[src/rtl/sps_pkg.sv]
// Package for the serial to parallel shift and store block.
package sps_pkg;
	// Data widths and the capture FIFO depth.
	localparam int         SPS_W        = 16;
	localparam int         SPS_DEPTH    = 16;
	localparam int         SPS_AW       = 4;
	localparam int         SPS_LVL_W    = 5;
	// Register byte offsets.
	localparam logic [3:0] SPS_OFF_CTRL = 4'h0;
	localparam logic [3:0] SPS_OFF_STAT = 4'h4;
	localparam logic [3:0] SPS_OFF_DATA = 4'h8;
	localparam logic [3:0] SPS_OFF_LVL  = 4'hc;
	// Field positions and reset values.
	localparam int         SPS_CAP_BIT  = 0;
	localparam logic [15:0] SPS_REG_RST = 16'h0000;
	localparam logic [1:0] SPS_OKAY     = 2'h0;
	localparam logic [1:0] SPS_SLVERR   = 2'h2;

	// Pin inputs from the host, all sampled on aclk.
	typedef struct packed {
		logic unit_select_n;
		logic direction_select;
		logic shift_clk_fall;
		logic store_clock;
		logic store_clear_n;
		logic serial_in;
	} sps_pins_t;

	// State of the top module, apart from the capture FIFO, which keeps its own.
	typedef struct packed {
		logic        shclk_d;
		logic        stclk_d;
		logic [15:0] shreg;
		logic [15:0] store;
		logic        sout;
		logic        soe;
		logic        push;
		logic        pop;
		logic        cap_en;
		logic        cap_ready;
		logic        aw_got;
		logic [3:0]  awaddr;
		logic        w_got;
		logic [31:0] wdata;
		logic        wstb0;
		logic        awready;
		logic        wready;
		logic        bvalid;
		logic [1:0]  bresp;
		logic        arready;
		logic        rvalid;
		logic [31:0] rdata;
		logic [1:0]  rresp;
	} sps_state_t;

	// Reset state; the store clock history starts high so reset makes no edge.
	localparam sps_state_t SPS_STATE_RST = '{stclk_d: 1'b1, default: '0};
endpackage

[src/rtl/sps_shift_store.sv]
// Serial shift register with storage register, capture FIFO and AXI4-Lite slave.
`timescale 1ns/100ps

// Capture FIFO with valid and ready on both sides.
module sps_fifo #(
	parameter int WIDTH = 16,
	parameter int DEPTH = 16
) (
	input  wire logic             aclk,
	input  wire logic             aresetn,
	input  wire logic             in_valid,
	output logic                  in_ready,
	input  wire logic [WIDTH-1:0] in_data,
	output logic                  out_valid,
	input  wire logic             out_ready,
	output logic [WIDTH-1:0]      out_data,
	output logic [$clog2(DEPTH):0] level
);
	localparam int PW = $clog2(DEPTH);
	typedef struct packed {
		logic [PW-1:0] wp;
		logic [PW-1:0] rp;
		logic [PW:0]   cnt;
	} sps_fifo_t;
	sps_fifo_t        f;
	sps_fifo_t        next_f;
	logic [WIDTH-1:0] mem [DEPTH];
	logic             do_wr;
	logic             do_rd;

	// Handshakes on both sides.
	assign in_ready  = f.cnt < (PW+1)'(DEPTH);
	assign out_valid = f.cnt != '0;
	assign out_data  = mem[f.rp];
	assign level     = f.cnt;
	assign do_wr     = in_valid & in_ready;
	assign do_rd     = out_valid & out_ready;

	// Pointer and count update.
	always_comb
	begin
		next_f = f;
		if (do_wr)
			next_f.wp = f.wp + 1'b1;
		if (do_rd)
			next_f.rp = f.rp + 1'b1;
		next_f.cnt = f.cnt + (PW+1)'(do_wr) - (PW+1)'(do_rd);
	end

	// Registers the pointers; the array itself needs no reset.
	always_ff @(posedge aclk)
	begin
		if (!aresetn)
			f <= '0;
		else
			f <= next_f;
		if (do_wr)
			mem[f.wp] <= in_data;
	end
endmodule

// Operation
// - 16-bit shift and storage registers, storage shown
// - Deselected: no shifting, serial pin released
// - Write direction: pin bit shifts in
// - Read direction: shift out, recirculate bit
// - Drive pin when selected in read direction
// - Read direction, store clock high: reload from storage
// - Act only on shift clock falling edge
// - Clear forces storage low, highest priority
// - Storage holds unless selected write direction
// - Store clock rise copies shift register
module sps_shift_store (
	input  wire logic                 aclk,
	input  wire logic                 aresetn,
	input  wire sps_pkg::sps_pins_t   pins,
	output logic                      serial_out,
	output logic                      serial_oe,
	output logic [15:0]               parallel_outputs,
	output logic                      capture_ready,
	input  wire logic                 awvalid,
	output logic                      awready,
	input  wire logic [3:0]           awaddr,
	input  wire logic                 wvalid,
	output logic                      wready,
	input  wire logic [31:0]          wdata,
	input  wire logic [3:0]           wstrb,
	output logic                      bvalid,
	input  wire logic                 bready,
	output logic [1:0]                bresp,
	input  wire logic                 arvalid,
	output logic                      arready,
	input  wire logic [3:0]           araddr,
	output logic                      rvalid,
	input  wire logic                 rready,
	output logic [31:0]               rdata,
	output logic [1:0]                rresp
);
	sps_pkg::sps_state_t s;
	sps_pkg::sps_state_t next_s;
	logic                fall;
	logic                rise;
	logic                sel;
	logic                dir;
	logic                f_in_ready;
	logic                f_out_valid;
	logic [15:0]         f_out_data;
	logic [4:0]          f_level;

	// Edge detection on the sampled host clocks.
	assign fall = s.shclk_d & ~pins.shift_clk_fall;
	assign rise = ~s.stclk_d & pins.store_clock;
	assign sel  = ~pins.unit_select_n;
	assign dir  = pins.direction_select;

	// Every output comes straight from the state register.
	assign serial_out       = s.sout;
	assign serial_oe        = s.soe;
	assign parallel_outputs = s.store;
	assign capture_ready    = s.cap_ready;
	assign awready          = s.awready;
	assign wready           = s.wready;
	assign bvalid           = s.bvalid;
	assign bresp            = s.bresp;
	assign arready          = s.arready;
	assign rvalid           = s.rvalid;
	assign rdata            = s.rdata;
	assign rresp            = s.rresp;

	// Captured words wait here until software reads them.
	sps_fifo #(
		.WIDTH (sps_pkg::SPS_W),
		.DEPTH (sps_pkg::SPS_DEPTH)
	) u_fifo (
		.aclk      (aclk),
		.aresetn   (aresetn),
		.in_valid  (s.push),
		.in_ready  (f_in_ready),
		.in_data   (s.store),
		.out_valid (f_out_valid),
		.out_ready (s.pop),
		.out_data  (f_out_data),
		.level     (f_level)
	);

	// Next state of the shift path, the storage path and the bus slave.
	always_comb
	begin
		next_s         = s;
		next_s.push    = 1'b0;
		next_s.pop     = 1'b0;
		next_s.shclk_d = pins.shift_clk_fall;
		next_s.stclk_d = pins.store_clock;
		// Shift register moves only when selected, on a falling edge.
		if (sel && fall)
		begin
			if (!dir)
				next_s.shreg = {s.shreg[14:0], pins.serial_in};
			else if (pins.store_clock)
				next_s.shreg = s.store;
			else
				next_s.shreg = {s.shreg[14:0], s.shreg[15]};
		end
		// Clear beats load; otherwise only the selected write direction loads.
		if (!pins.store_clear_n)
			next_s.store = sps_pkg::SPS_REG_RST;
		else if (sel && !dir && rise)
		begin
			next_s.store = s.shreg;
			next_s.push  = s.cap_en;
		end
		next_s.sout      = next_s.shreg[15];
		next_s.soe       = sel & dir;
		next_s.cap_ready = f_in_ready;
		// Write address and data are taken in either order.
		if (awvalid && s.awready)
		begin
			next_s.aw_got = 1'b1;
			next_s.awaddr = awaddr;
		end
		if (wvalid && s.wready)
		begin
			next_s.w_got = 1'b1;
			next_s.wdata = wdata;
			next_s.wstb0 = wstrb[0];
		end
		if (s.bvalid && bready)
			next_s.bvalid = 1'b0;
		if (s.aw_got && s.w_got && !s.bvalid)
		begin
			next_s.aw_got = 1'b0;
			next_s.w_got  = 1'b0;
			next_s.bvalid = 1'b1;
			next_s.bresp  = sps_pkg::SPS_OKAY;
			case (s.awaddr)
				sps_pkg::SPS_OFF_CTRL:
				begin
					if (s.wstb0)
						next_s.cap_en = s.wdata[sps_pkg::SPS_CAP_BIT];
				end
				sps_pkg::SPS_OFF_STAT,
				sps_pkg::SPS_OFF_DATA,
				sps_pkg::SPS_OFF_LVL:
					next_s.bresp = sps_pkg::SPS_OKAY;
				default:
					next_s.bresp = sps_pkg::SPS_SLVERR;
			endcase
		end
		// Reads answer one cycle after the address is taken.
		if (s.rvalid && rready)
			next_s.rvalid = 1'b0;
		if (arvalid && s.arready)
		begin
			next_s.rvalid = 1'b1;
			next_s.rresp  = sps_pkg::SPS_OKAY;
			case (araddr)
				sps_pkg::SPS_OFF_CTRL:
					next_s.rdata = {31'h0, s.cap_en};
				sps_pkg::SPS_OFF_STAT:
					next_s.rdata = {s.store, s.shreg};
				sps_pkg::SPS_OFF_DATA:
				begin
					next_s.rdata = {15'h0, f_out_valid, f_out_data};
					next_s.pop   = f_out_valid;
				end
				sps_pkg::SPS_OFF_LVL:
					next_s.rdata = {27'h0, f_level};
				default:
				begin
					next_s.rdata = 32'h0;
					next_s.rresp = sps_pkg::SPS_SLVERR;
				end
			endcase
		end
		next_s.awready = !next_s.aw_got && !next_s.bvalid;
		next_s.wready  = !next_s.w_got && !next_s.bvalid;
		next_s.arready = !next_s.rvalid;
	end

	// State register with synchronous reset.
	always_ff @(posedge aclk)
	begin
		if (!aresetn)
			s <= sps_pkg::SPS_STATE_RST;
		else
			s <= next_s;
	end
endmodule

[config.mk]
export PLATFORM = sky130hd
export DESIGN_NAME = sps_shift_store
export DESIGN_NICKNAME = d
export VERILOG_FILES = /design/src/rtl/sps_pkg.sv /design/src/rtl/sps_shift_store.sv
export SDC_FILE = /design/constraint.sdc
export NUM_CORES = 1
export LEC_CHECK = 0
export ABC_CLOCK_PERIOD_IN_PS = 2450
export BUFFER_PORTS_ARGS = -buffer_cell sky130_fd_sc_hd__buf_2
export CORE_MARGIN = 5
export CORE_UTILIZATION = 30
export CTS_CLUSTER_SIZE = 28
export DETAILED_ROUTE_END_ITERATION = 12
export GPL_TIMING_DRIVEN = 1
export PLACE_DENSITY = 0.47
export SLEW_MARGIN = 20
export SYNTH_ARGS = -nofsm -noshare
export SYNTH_HDL_FRONTEND = slang
export SYNTH_SLANG_ARGS = --single-unit
[constraint.sdc]
create_clock -name aclk -period 2.45 [get_ports aclk]
set_input_delay 0.49 -clock aclk [delete_from_list [all_inputs] [get_ports aclk]]
set_output_delay 0.49 -clock aclk [all_outputs]
set_load 0.02 [all_outputs]
## Word-level counts from Yosys, hierarchy flattened

Memory sizes are Yosys's and may differ from the RTL's. A register that Yosys moved wholly into a read port is not among the register bits.
Index checks and enable logic that the tools add are counted.

| storage, ports and cells | value |
|---|---|
| flip-flop bits (word level) | 132 |
| memory bits (writable) | 256 |
| output and inout bits | 60 |
| memories kept | 1 |

| operators by class | value |
|---|---|
| $add $sub $neg | 4 |
| $lt $le $gt $ge | 1 |
| eq/ne operators | 6 |
| multiplexer cells | 17 |
| bitwise gates (word level) | 8 |
| reduce and logical (&&, ||, !) cells | 27 |

Memory list:

| name | words | width | read ports | clocked after Yosys merged registers in | wr ports | line | source |
|---|---|---|---|---|---|---|---|
| u_fifo.mem | 16 | 16 | 1 | 1 | 1 | sps_shift_store.sv:27 | `logic [WIDTH-1:0] mem [DEPTH];` |

Operators with widths:

| cell | count |
|---|---|
| 32-bit case mux with 4 select lines | 1 |
| 35-bit two-way mux | 1 |
| 34-bit two-way mux | 1 |
| 16-bit two-way mux | 2 |
| 4-bit == test, second input constant | 4 |
| 1-bit logical AND | 12 |
| 3-bit AND reduction | 3 |
| 4-bit by 1-bit adder with 4-bit output, second input constant | 2 |
| 4-bit by 3-bit == test with 1-bit output, second input constant | 2 |
| 4-bit logical NOT | 2 |
| 4-bit two-way mux | 2 |
| 4-bit OR reduction | 2 |
| 1-bit logical NOT | 6 |
| 1-bit two-way mux | 6 |
| 5-bit by 1-bit adder with 5-bit output | 1 |
| 1-bit bitwise AND | 5 |
| 5-bit < comparator, second input constant | 1 |
| 5-bit two-way mux | 1 |
| 5-bit nonzero test | 1 |
| 5-bit by 1-bit subtractor with 5-bit output | 1 |
| 2-bit two-way mux | 2 |
| 3-bit two-way mux | 1 |
| 1-bit inverter | 3 |
| 2-bit AND reduction | 1 |

## Depth between registers and ports, before layout

Gate-level depths: netlist (run 1).

| depth | value |
|---|---|
| depth after elaboration | 6 |
| depth in mapped cells | 13 |
| gate-level depth less buffers | 12 |

## By module

Synthesis (run 1) repeated with hierarchy kept, for this count alone.

| second synthesis, totals | value |
|---|---|
| cells, all modules | 963 |
| area total of the unflattened synthesis | 14,511.4 µm² |

By module, submodules not included:

| module | instances | cells an instance | area an instance (µm²) |
|---|---|---|---|
| sps_fifo | 1 | 503 | 10,605.2 |
| sps_shift_store | 1 | 460 | 3,906.2 |

## Worst setup path after synthesis (run 1)

No wires, ideal clock.

| timing path | value |
|---|---|
| path type | register -> register |
| from | register u_fifo.f (netlist bit u_fifo.level[4]) |
| to | memory u_fifo.mem[3][0] (enable) |
| library setup time | 0.409 ns |
| arrival time | 2.020 ns |
| setup slack | 0.021 ns |
| stages on the path, launching flop included | 5 |
| buffers on the path | 1 |
| period minus slack after synthesis | 2.429 ns |
| cell sequence | dfxtp_1 nor2b_1 clkbuf_1 nand2_1 nor3_1 |

| between the ends | value |
|---|---|
| longest elaborated chain between the ends | 4 |

Ends and longest elaborated chain:

| what | line | source |
|---|---|---|
| start: declaration | sps_shift_store.sv:25 | `sps_fifo_t f;` |
| start signal: assignment | sps_shift_store.sv:56 | `f <= next_f;` |
| 5-bit < comparator | sps_shift_store.sv:32 | `assign in_ready = f.cnt < (PW+1)'(DEPTH);` |
| 1-bit bitwise AND | sps_shift_store.sv:36 | `assign do_wr = in_valid & in_ready;` |
| named net u_fifo.do_wr | sps_shift_store.sv:28 | `logic do_wr;` |
| 1-bit two-way mux | sps_shift_store.sv:57 | `if (do_wr)` |
| 1-bit two-way mux (implied by the code) | sps_shift_store.sv:58 | `mem[f.wp] <= in_data;` |
| end: declaration | sps_shift_store.sv:27 |  |

The timed path passes the listed nets, and every way through them passes these cells.

## Worst setup path in the final report (run 1)

| timing path | value |
|---|---|
| from | register u_fifo.f (netlist bit u_fifo.level[2]) |
| to | register u_fifo.f (netlist bit u_fifo.level[4]) |

| between the ends | value |
|---|---|
| longest elaborated chain between the ends | 4 |

Ends and longest elaborated chain:

| what | line | source |
|---|---|---|
| 5-bit < comparator | sps_shift_store.sv:32 |  |
| 1-bit bitwise AND | sps_shift_store.sv:36 |  |
| 5-bit by 1-bit adder with 5-bit output | sps_shift_store.sv:47 | `next_f.cnt = f.cnt + (PW+1)'(do_wr) - (PW+1)'(do_rd);` |
| 5-bit by 1-bit subtractor with 5-bit output (*) | sps_shift_store.sv:47 |  |

Every way passes the cells marked *; elsewhere a longest branch is shown, timed or not.
A chain may end at the register's enable or synchronous reset.

==> results.sh, run 1 <==
export IMPL_status="complete, no violations"
export IMPL_min_period_over_period_pct=93.5
export IMPL_setup_ws_ns=0.160
export IMPL_worstPathCellList="inv_1 -> ha_1 -> or4b_1 -> nand3_2 -> o21ai_2 -> ha_2 -> inv_1 -> fa_2 -> nand2b_1 -> a21oi_2 -> o21ai_0 -> nor3b_2"
export IMPL_dpl_instance_area_mm2=0.0155
export IMPL_postLayoutCellArea_mm2=0.0167
export IMPL_holdBufCountCts=0
export IMPL_crit_arrival_ns=2.69
export IMPL_portBuffers=80
export IMPL_rsz0062_at_grt="no"
export IMPL_setup_violations=0
export IMPL_grt_pass1_wl_um=55300
export IMPL_p_total_mw=12.2
export IMPL_drcViolationCount=0
export IMPL_peakVddDrop_mv=0.448
export IMPL_cp_end_kind="register"
export IMPL_min_path_type="input port to register"
export IMPL_crit_slowest_cell="fa_2"
export IMPL_clock_fmax_ghz=0.437
export IMPL_hpwl_um=24100
export IMPL_io_pins=117
export IMPL_power_leakage_nw=5.63
export IMPL_synth_area_mm2=0.0144
export IMPL_core_mm2=0.0475
export IMPL_num_rows=80
export IMPL_clock_skew_ns=0.0159
export IMPL_timing_final_max_slew_violations=0
export IMPL_root_buffer="clkbuf_16"
export IMPL_yosys_cell_types_count=46
export IMPL_start_kind="register"
export IMPL_antenna_found_initial=0
export IMPL_clock_sinks=359
export IMPL_hold_viol=0
export IMPL_wirelength_um=37000
export IMPL_clockBufferDepth=3
export IMPL_drt_antenna_violating_nets=0
export IMPL_path_class="register to register"
export IMPL_num_vias=8241
export IMPL_crit_top_cell="inv_1"
export IMPL_htreeDepth=2
export IMPL_grt_overflow=0
export IMPL_drive_above_1_share_pct=26.8
export IMPL_min_period_ns=2.29
export IMPL_cts_resized=0
export IMPL_die_area_mm2=0.0524
export IMPL_ys_seq_area_share_pct=67.9
export IMPL_ys_seq_elements=359
export IMPL_syn_avg_cell_area_um2=14.7
export IMPL_slew_headroom_pct=47.5
export IMPL_cts_buffers=38
export IMPL_tns_ns=0
export IMPL_syn2layout_area_growth_pct=16.4
export IMPL_synth_edf_count=256
export IMPL_die_y_um=229
export IMPL_viasPerCell=4.85
export IMPL_diodes=0
export IMPL_fp_dieW_um=229
export IMPL_clk_pin_slew_ns=0.06
export IMPL_grt_max_degree=32
export IMPL_r2r_setup_slack_ns=0.16
export IMPL_avgRoutedWirePerCell_um=21.8
export IMPL_slowest_delay_ns=0.36
export IMPL_place_ws_ns=0.0542
export IMPL_synth_ff_type="edfxtp_1"
export IMPL_final_net_count=1124
export IMPL_track_usage_pct=13.8
export IMPL_cp_max_fo=3
export IMPL_yosys_area_top_type="edfxtp_1"
export IMPL_ys_top_cells_by_area="edfxtp_1, dfxtp_1, mux4_2, buf_4, nand2_1"
export IMPL_yosysWarnings=0
export IMPL_clkLatencyLatePin_ns=0.53
export IMPL_maxCapViolCount=0
export IMPL_start_util_pct=30.2
export IMPL_synthCells=978
export IMPL_synth_top_cell_area_share_pct=53.5
export IMPL_required_ns=2.85
export IMPL_gp_congestion=0.767
export IMPL_grt_pass1_vias=8448
export IMPL_power_density_mw_per_mm2=727
export IMPL_tritoncts="yes"
export IMPL_cts_setup_buffers=0
export IMPL_worst_pin_slew_ns=0.785
export IMPL_dr_pass1_iters=5
export IMPL_drt_iter0_markers=626
export IMPL_synth_async_reset_ratio_pct=0
## kinds of logic after synthesis
logic type | count (synthesis) | share of synthesized area, %
AOI/OAI and AO/OA | 134 | 6.14
xor gates and xnor gates | 9 | 0.549
adders and majority gates | 11 | 1.01
buffers and inverters | 119 | 5.16
DFF | 359 | 67.9
muxes | 78 | 10.5
other | 1 | 0.0261
and+or+nand+nor | 267 | 8.70
## worst max-delay path, delay by kind of cell, from the launching register on
kind	cells	cell delay, ns
fa+ha+maj	3	0.73
simple gates	4	0.64
flops	1	0.34
compound gates	3	0.34
buf+inv	2	0.12
## cells in the final DEF (no fill, tap or decap), types with 7 or more instances in the layout
cell type	n
and3_1	19
a22oi_1	11
inv_1	9
a311oi_1	15
o211ai_1	12
buf_4	56
clkinv_1	8
clkbuf_16	39
dfxtp_1	99
ha_1	9
nand2_1	101
nor2_1	50
clkbuf_1	10
nand2b_1	7
and2_1	10
edfxtp_1	256
buf_2	80
a21oi_1	58
nand3_1	45
a22o_1	11
mux2i_1	15
buf_12	10
o21ai_0	7
nor2_2	8
mux4_2	58
## final cells by class
class / count / area (um2)
fill: 4565 / 30800
sequential: 359 / 9760
multi-input combinational: 501 / 3960
clock buffer: 53 / 1070
timing repair buffer: 146 / 1020
tap: 615 / 769
clock inverter: 16 / 105
inverter: 10 / 37.5
## path summary, 6_finish.rpt
check / startpoint / to / depth (start not counted)
worst min register to register: rdata[25]$_SDFFE_PN0P_ / rdata[25]$_SDFFE_PN0P_ / 2
worst max-delay path: u_fifo.level[2]$_SDFF_PN0_ / u_fifo.level[4]$_SDFF_PN0_ / 12
worst min-delay path: aresetn / s[118]$_SDFF_PN1_ / 2
worst max register to register: u_fifo.level[2]$_SDFF_PN0_ / u_fifo.level[4]$_SDFF_PN0_ / 12
## power breakdown
| part | switching [mW] | leakage (nW) | internal (mW) |
|---|---|---|---|
| registers | 0.0255 | 3.21 | 6.44 |
| clock network | 2.32 | 0.578 | 3.16 |
| logic | 0.146 | 1.85 | 0.0672 |
| total | 2.49 | 5.63 | 9.67 |
## cell usage after synthesis, drive strengths merged, types with 2 or more instances
library cell	number
edfxtp	256
dfxtp	103
nand2	101
buf	80
a21oi	59
mux4	58
nor2	58
nand3	46
clkbuf	29
and3	19
a311oi	15
mux2i	15
a22oi	12
o211ai	12
a22o	11
and2	10
ha	10
inv	10
nor3	8
o21ai	8
nand2b	7
a31oi	6
xor2	6
a221oi	5
mux2	5
nor2b	5
o2111ai	4
nor4b	3
or4b	3
xnor2	3
nand3b	2
nand4	2
nor3b	2
## registers in the layout (all words and copies together), names as in the netlist, 5 cells and up, named ones only
signal            flops
u_fifo.mem          256
u_fifo.level          5
rdata                32
s                    29
parallel_outputs     16
u_fifo.f              8
## per-stage QoR
| step | cells | hold slack [ns] | util, % |
|---|---|---|---|
| 2_1_floorplan | 979 | 0.431 | - |
| 3_3_place_gp | 1631 | 0.441 | 32.6 |
| 3_5_place_dp | 1631 | 0.444 | 32.6 |
| 4_1_cts | 1700 | 0.150 | 35.1 |
| 5_1_grt | 1700 | 0.167 | 35.2 |
| 6_report | 1700 | 0.183 | 35.2 |
## routing by layer
metal	wire length, um	vias up	global-route usage (%)
met5	0	-	0
met2	17700	206	22.8
met1	16600	4192	19.0
li1	-	3799	-
met4	847	0	3.48
met3	1850	44	2.62
(Power assumes the default switching activity.)
==> run 2, diff against run 1 <==
Settings changed: SYNTH_HIERARCHICAL set to 1.
==> run 2 against run 1 <==
Compared with the run above:
- the run now ends with setup timing left
- hold slack improved by 0.038 ns
- die area is 0.99% higher
- flip-flop and latch count unchanged
- synthesized area increased by 1.0%
- non-clock buffer count is 16 higher
- first-iteration DRC count fell by 5.6%
- register-to-register slack got worse by 0.37 ns
- critical path type unchanged
- largest power group unchanged
- highest routed layer unchanged
==> results.sh, run 2 <==
export IMPL_status="finished with violations"
export IMPL_yosys_top_cells_count="edfxtp_1, dfxtp_1, nand2_1, buf_4, mux4_2"
export IMPL_viasPerCell=4.87
export IMPL_largest_register_ff_count=256
export IMPL_clock_sinks=359
export IMPL_clkLatencyLatePin_ns=0.53
export IMPL_clk_pin_slew_ns=0.06
export IMPL_grt_max_degree=53
export IMPL_timing_final_max_slew_violations=0
export IMPL_clock_skew_ns=0.0191
export IMPL_track_usage_pct=13.9
export IMPL_drcViolationCount=0
export IMPL_yosysWarnings=6
export IMPL_synthMostInstantiatedCell="edfxtp_1"
export IMPL_power_leakage_nw=5.25
export IMPL_violations="setup timing"
export IMPL_htreeDepth=2
export IMPL_grt_overflow=0
export IMPL_syn_avg_cell_area_um2=15.1
export IMPL_drive_above_1_share_pct=26.9
export IMPL_slew_headroom_pct=46.3
export IMPL_max_flop_register="u_fifo/mem"
export IMPL_hold_viol=0
export IMPL_synth_edf_count=256
export IMPL_dpl_instance_area_mm2=0.0157
export IMPL_hpwl_um=24100
export IMPL_drt_iter0_markers=591
export IMPL_die_area_mm2=0.0529
export IMPL_synth_area_mm2=0.0145
export IMPL_min_path_type="input port to register"
export IMPL_r2r_setup_slack_ns=-0.21
export IMPL_tns_ns=-0.212
export IMPL_layout_commonest_cell="edfxtp_1"
export IMPL_num_vias=8261
export IMPL_ys_seq_area_share_pct=67.2
export IMPL_maxCapViolCount=0
export IMPL_min_period_over_period_pct=109
export IMPL_dr_pass1_iters=5
export IMPL_multi_input_area_mm2=0.00405
export IMPL_clock_fmax_ghz=0.376
export IMPL_io_pins=117
export IMPL_avgRoutedWirePerCell_um=21.9
export IMPL_min_period_ns=2.66
export IMPL_crit_arrival_ns=3.09
export IMPL_cp_max_fo=2
export IMPL_yosys_cell_types_count=51
export IMPL_peakVddDrop_mv=0.363
export IMPL_n_fill_cell=4557
export IMPL_cp_end_kind="register"
export IMPL_tritoncts="yes"
export IMPL_num_rows=80
export IMPL_drt_antenna_violating_nets=0
export IMPL_most_common_layout_cells="edfxtp_1, dfxtp_1, nand2_1"
export IMPL_wirelength_um=37200
export IMPL_path_class="register to register"
export IMPL_ys_top_cells_by_area="edfxtp_1, dfxtp_1, mux4_2, buf_4, nand2_1"
export IMPL_grt_pass1_wl_um=55300
export IMPL_regArea_mm2=0.00976
export IMPL_yosys_area_top_type="edfxtp_1"
export IMPL_portBuffers=80
export IMPL_ys_seq_elements=359
export IMPL_die_y_um=230
export IMPL_core_mm2=0.0477
export IMPL_fp_dieW_um=230
export IMPL_worst_pin_slew_ns=0.803
export IMPL_postLayoutCellArea_mm2=0.0170
export IMPL_synth_top_cell_area_share_pct=53.0
export IMPL_clockBufferDepth=3
export IMPL_antenna_found_initial=0
export IMPL_required_ns=2.87
export IMPL_start_util_pct=30.4
export IMPL_gp_congestion=0.763
export IMPL_setup_violations=1
export IMPL_final_net_count=1123
export IMPL_synth_async_reset_ratio_pct=0
export IMPL_syn2layout_area_growth_pct=17.2
export IMPL_power_density_mw_per_mm2=728
export IMPL_synth_ff_type="edfxtp_1"
export IMPL_synthCells=963
export IMPL_root_buffer="clkbuf_16"
export IMPL_setup_ws_ns=-0.212
export IMPL_start_kind="register"
export IMPL_diodes=0
export IMPL_rsz0062_at_grt="yes"
export IMPL_cts_buffers=39
export IMPL_grt_pass1_vias=8444
-- run 2: cell types whose count changed in the layout (fill, tap and decap cells not counted), sizes merged, moves of 11 or more --
| cell | change |
|---|---|
| and2 | +19 |
| a22oi | +20 |
| and3 | -12 |
| and3b | +24 |
| nand3 | -16 |
| nor2 | -17 |
| o211ai | -12 |
| buf | +16 |
| a22o | -11 |
| a21oi | -16 |
| a32oi | +18 |
| mux2i | -13 |
-- run 2: where the power goes --
part           internal [mW]  total, mW  switching (mW)
Sequential              6.45       6.47          0.0252
Combinational         0.0761      0.230           0.154
Clock                   3.36       5.68            2.32
-- run 2: stage by stage --
stage          cells  power, mW  hold WS, ns  setup WS (ns)  util [%]
2_1_floorplan    964       6.75        0.427         -0.289         -
3_3_place_gp    1623       6.83        0.446         -0.318      32.9
3_5_place_dp    1623       6.83        0.447         -0.313      32.9
4_1_cts         1694       12.6        0.191         -0.212      35.6
5_1_grt         1697       12.8        0.206         -0.312      35.6
6_report        1697       12.4        0.222         -0.212      35.6
-- run 2: layer usage --
metal	part of all wire, %	routed length, um	track usage [%]
met1	46	17200	19.9
met2	47	17600	22.1
met3	4.2	1570	2.25
met4	2.0	750	3.62
met5	0	0	0
-- run 2: worst paths after layout --
path / cells past startpoint / startpoint / end
max: 13 / u_fifo/level[2]$_SDFF_PN0_ / u_fifo/level[4]$_SDFF_PN0_
min reg2reg: 2 / s[41]$_SDFFE_PN0P_ / s[41]$_SDFFE_PN0P_
max reg2reg: 13 / u_fifo/level[2]$_SDFF_PN0_ / u_fifo/level[4]$_SDFF_PN0_
min: 3 / awaddr[2] / s[77]$_SDFFE_PN0P_
-- run 2: cell families after synthesis --
logic type,synth area share (%)
multiplexers,10.7
AO/OA/AOI/OAI,6.27
other,0.0258
adder cells (fa/ha/maj),1.09
XOR/XNOR,0.483
flip-flops,67.2
buffers and inverters,5.22
AND/OR/NAND/NOR,9.01
-- run 2: area by class of cell --
type | instances | share of cell area, %
repair buffers | 162 | 6.88
inverters | 12 | 0.265
clock inverters | 20 | 1.21
multi-input cells | 480 | 23.8
clock buffers | 49 | 5.96
well taps | 615 | 4.52
flip-flops and latches | 359 | 57.4
-- run 2: critical path, cell delays in order (launching register included) --
cell and delay (ns):
dfxtp_2 0.32, inv_2 0.05, ha_2 0.15, or4b_4 0.48
nand2_4 0.08, inv_2 0.04, ha_4 0.25, inv_2 0.03
ha_4 0.15, fa_2 0.36, a21oi_2 0.12, nor2_1 0.05
or3_1 0.33, and3_1 0.14
-- run 2: repair_timing --
item | in CTS | in global routing
cloned | 0 | 0
endpoints found under the setup margin | 2 | 5
hold buffers | 0 | 0
setup buffers | 2 | 4
pin swaps | 3 | 0
gates resized for setup | 8 | 0
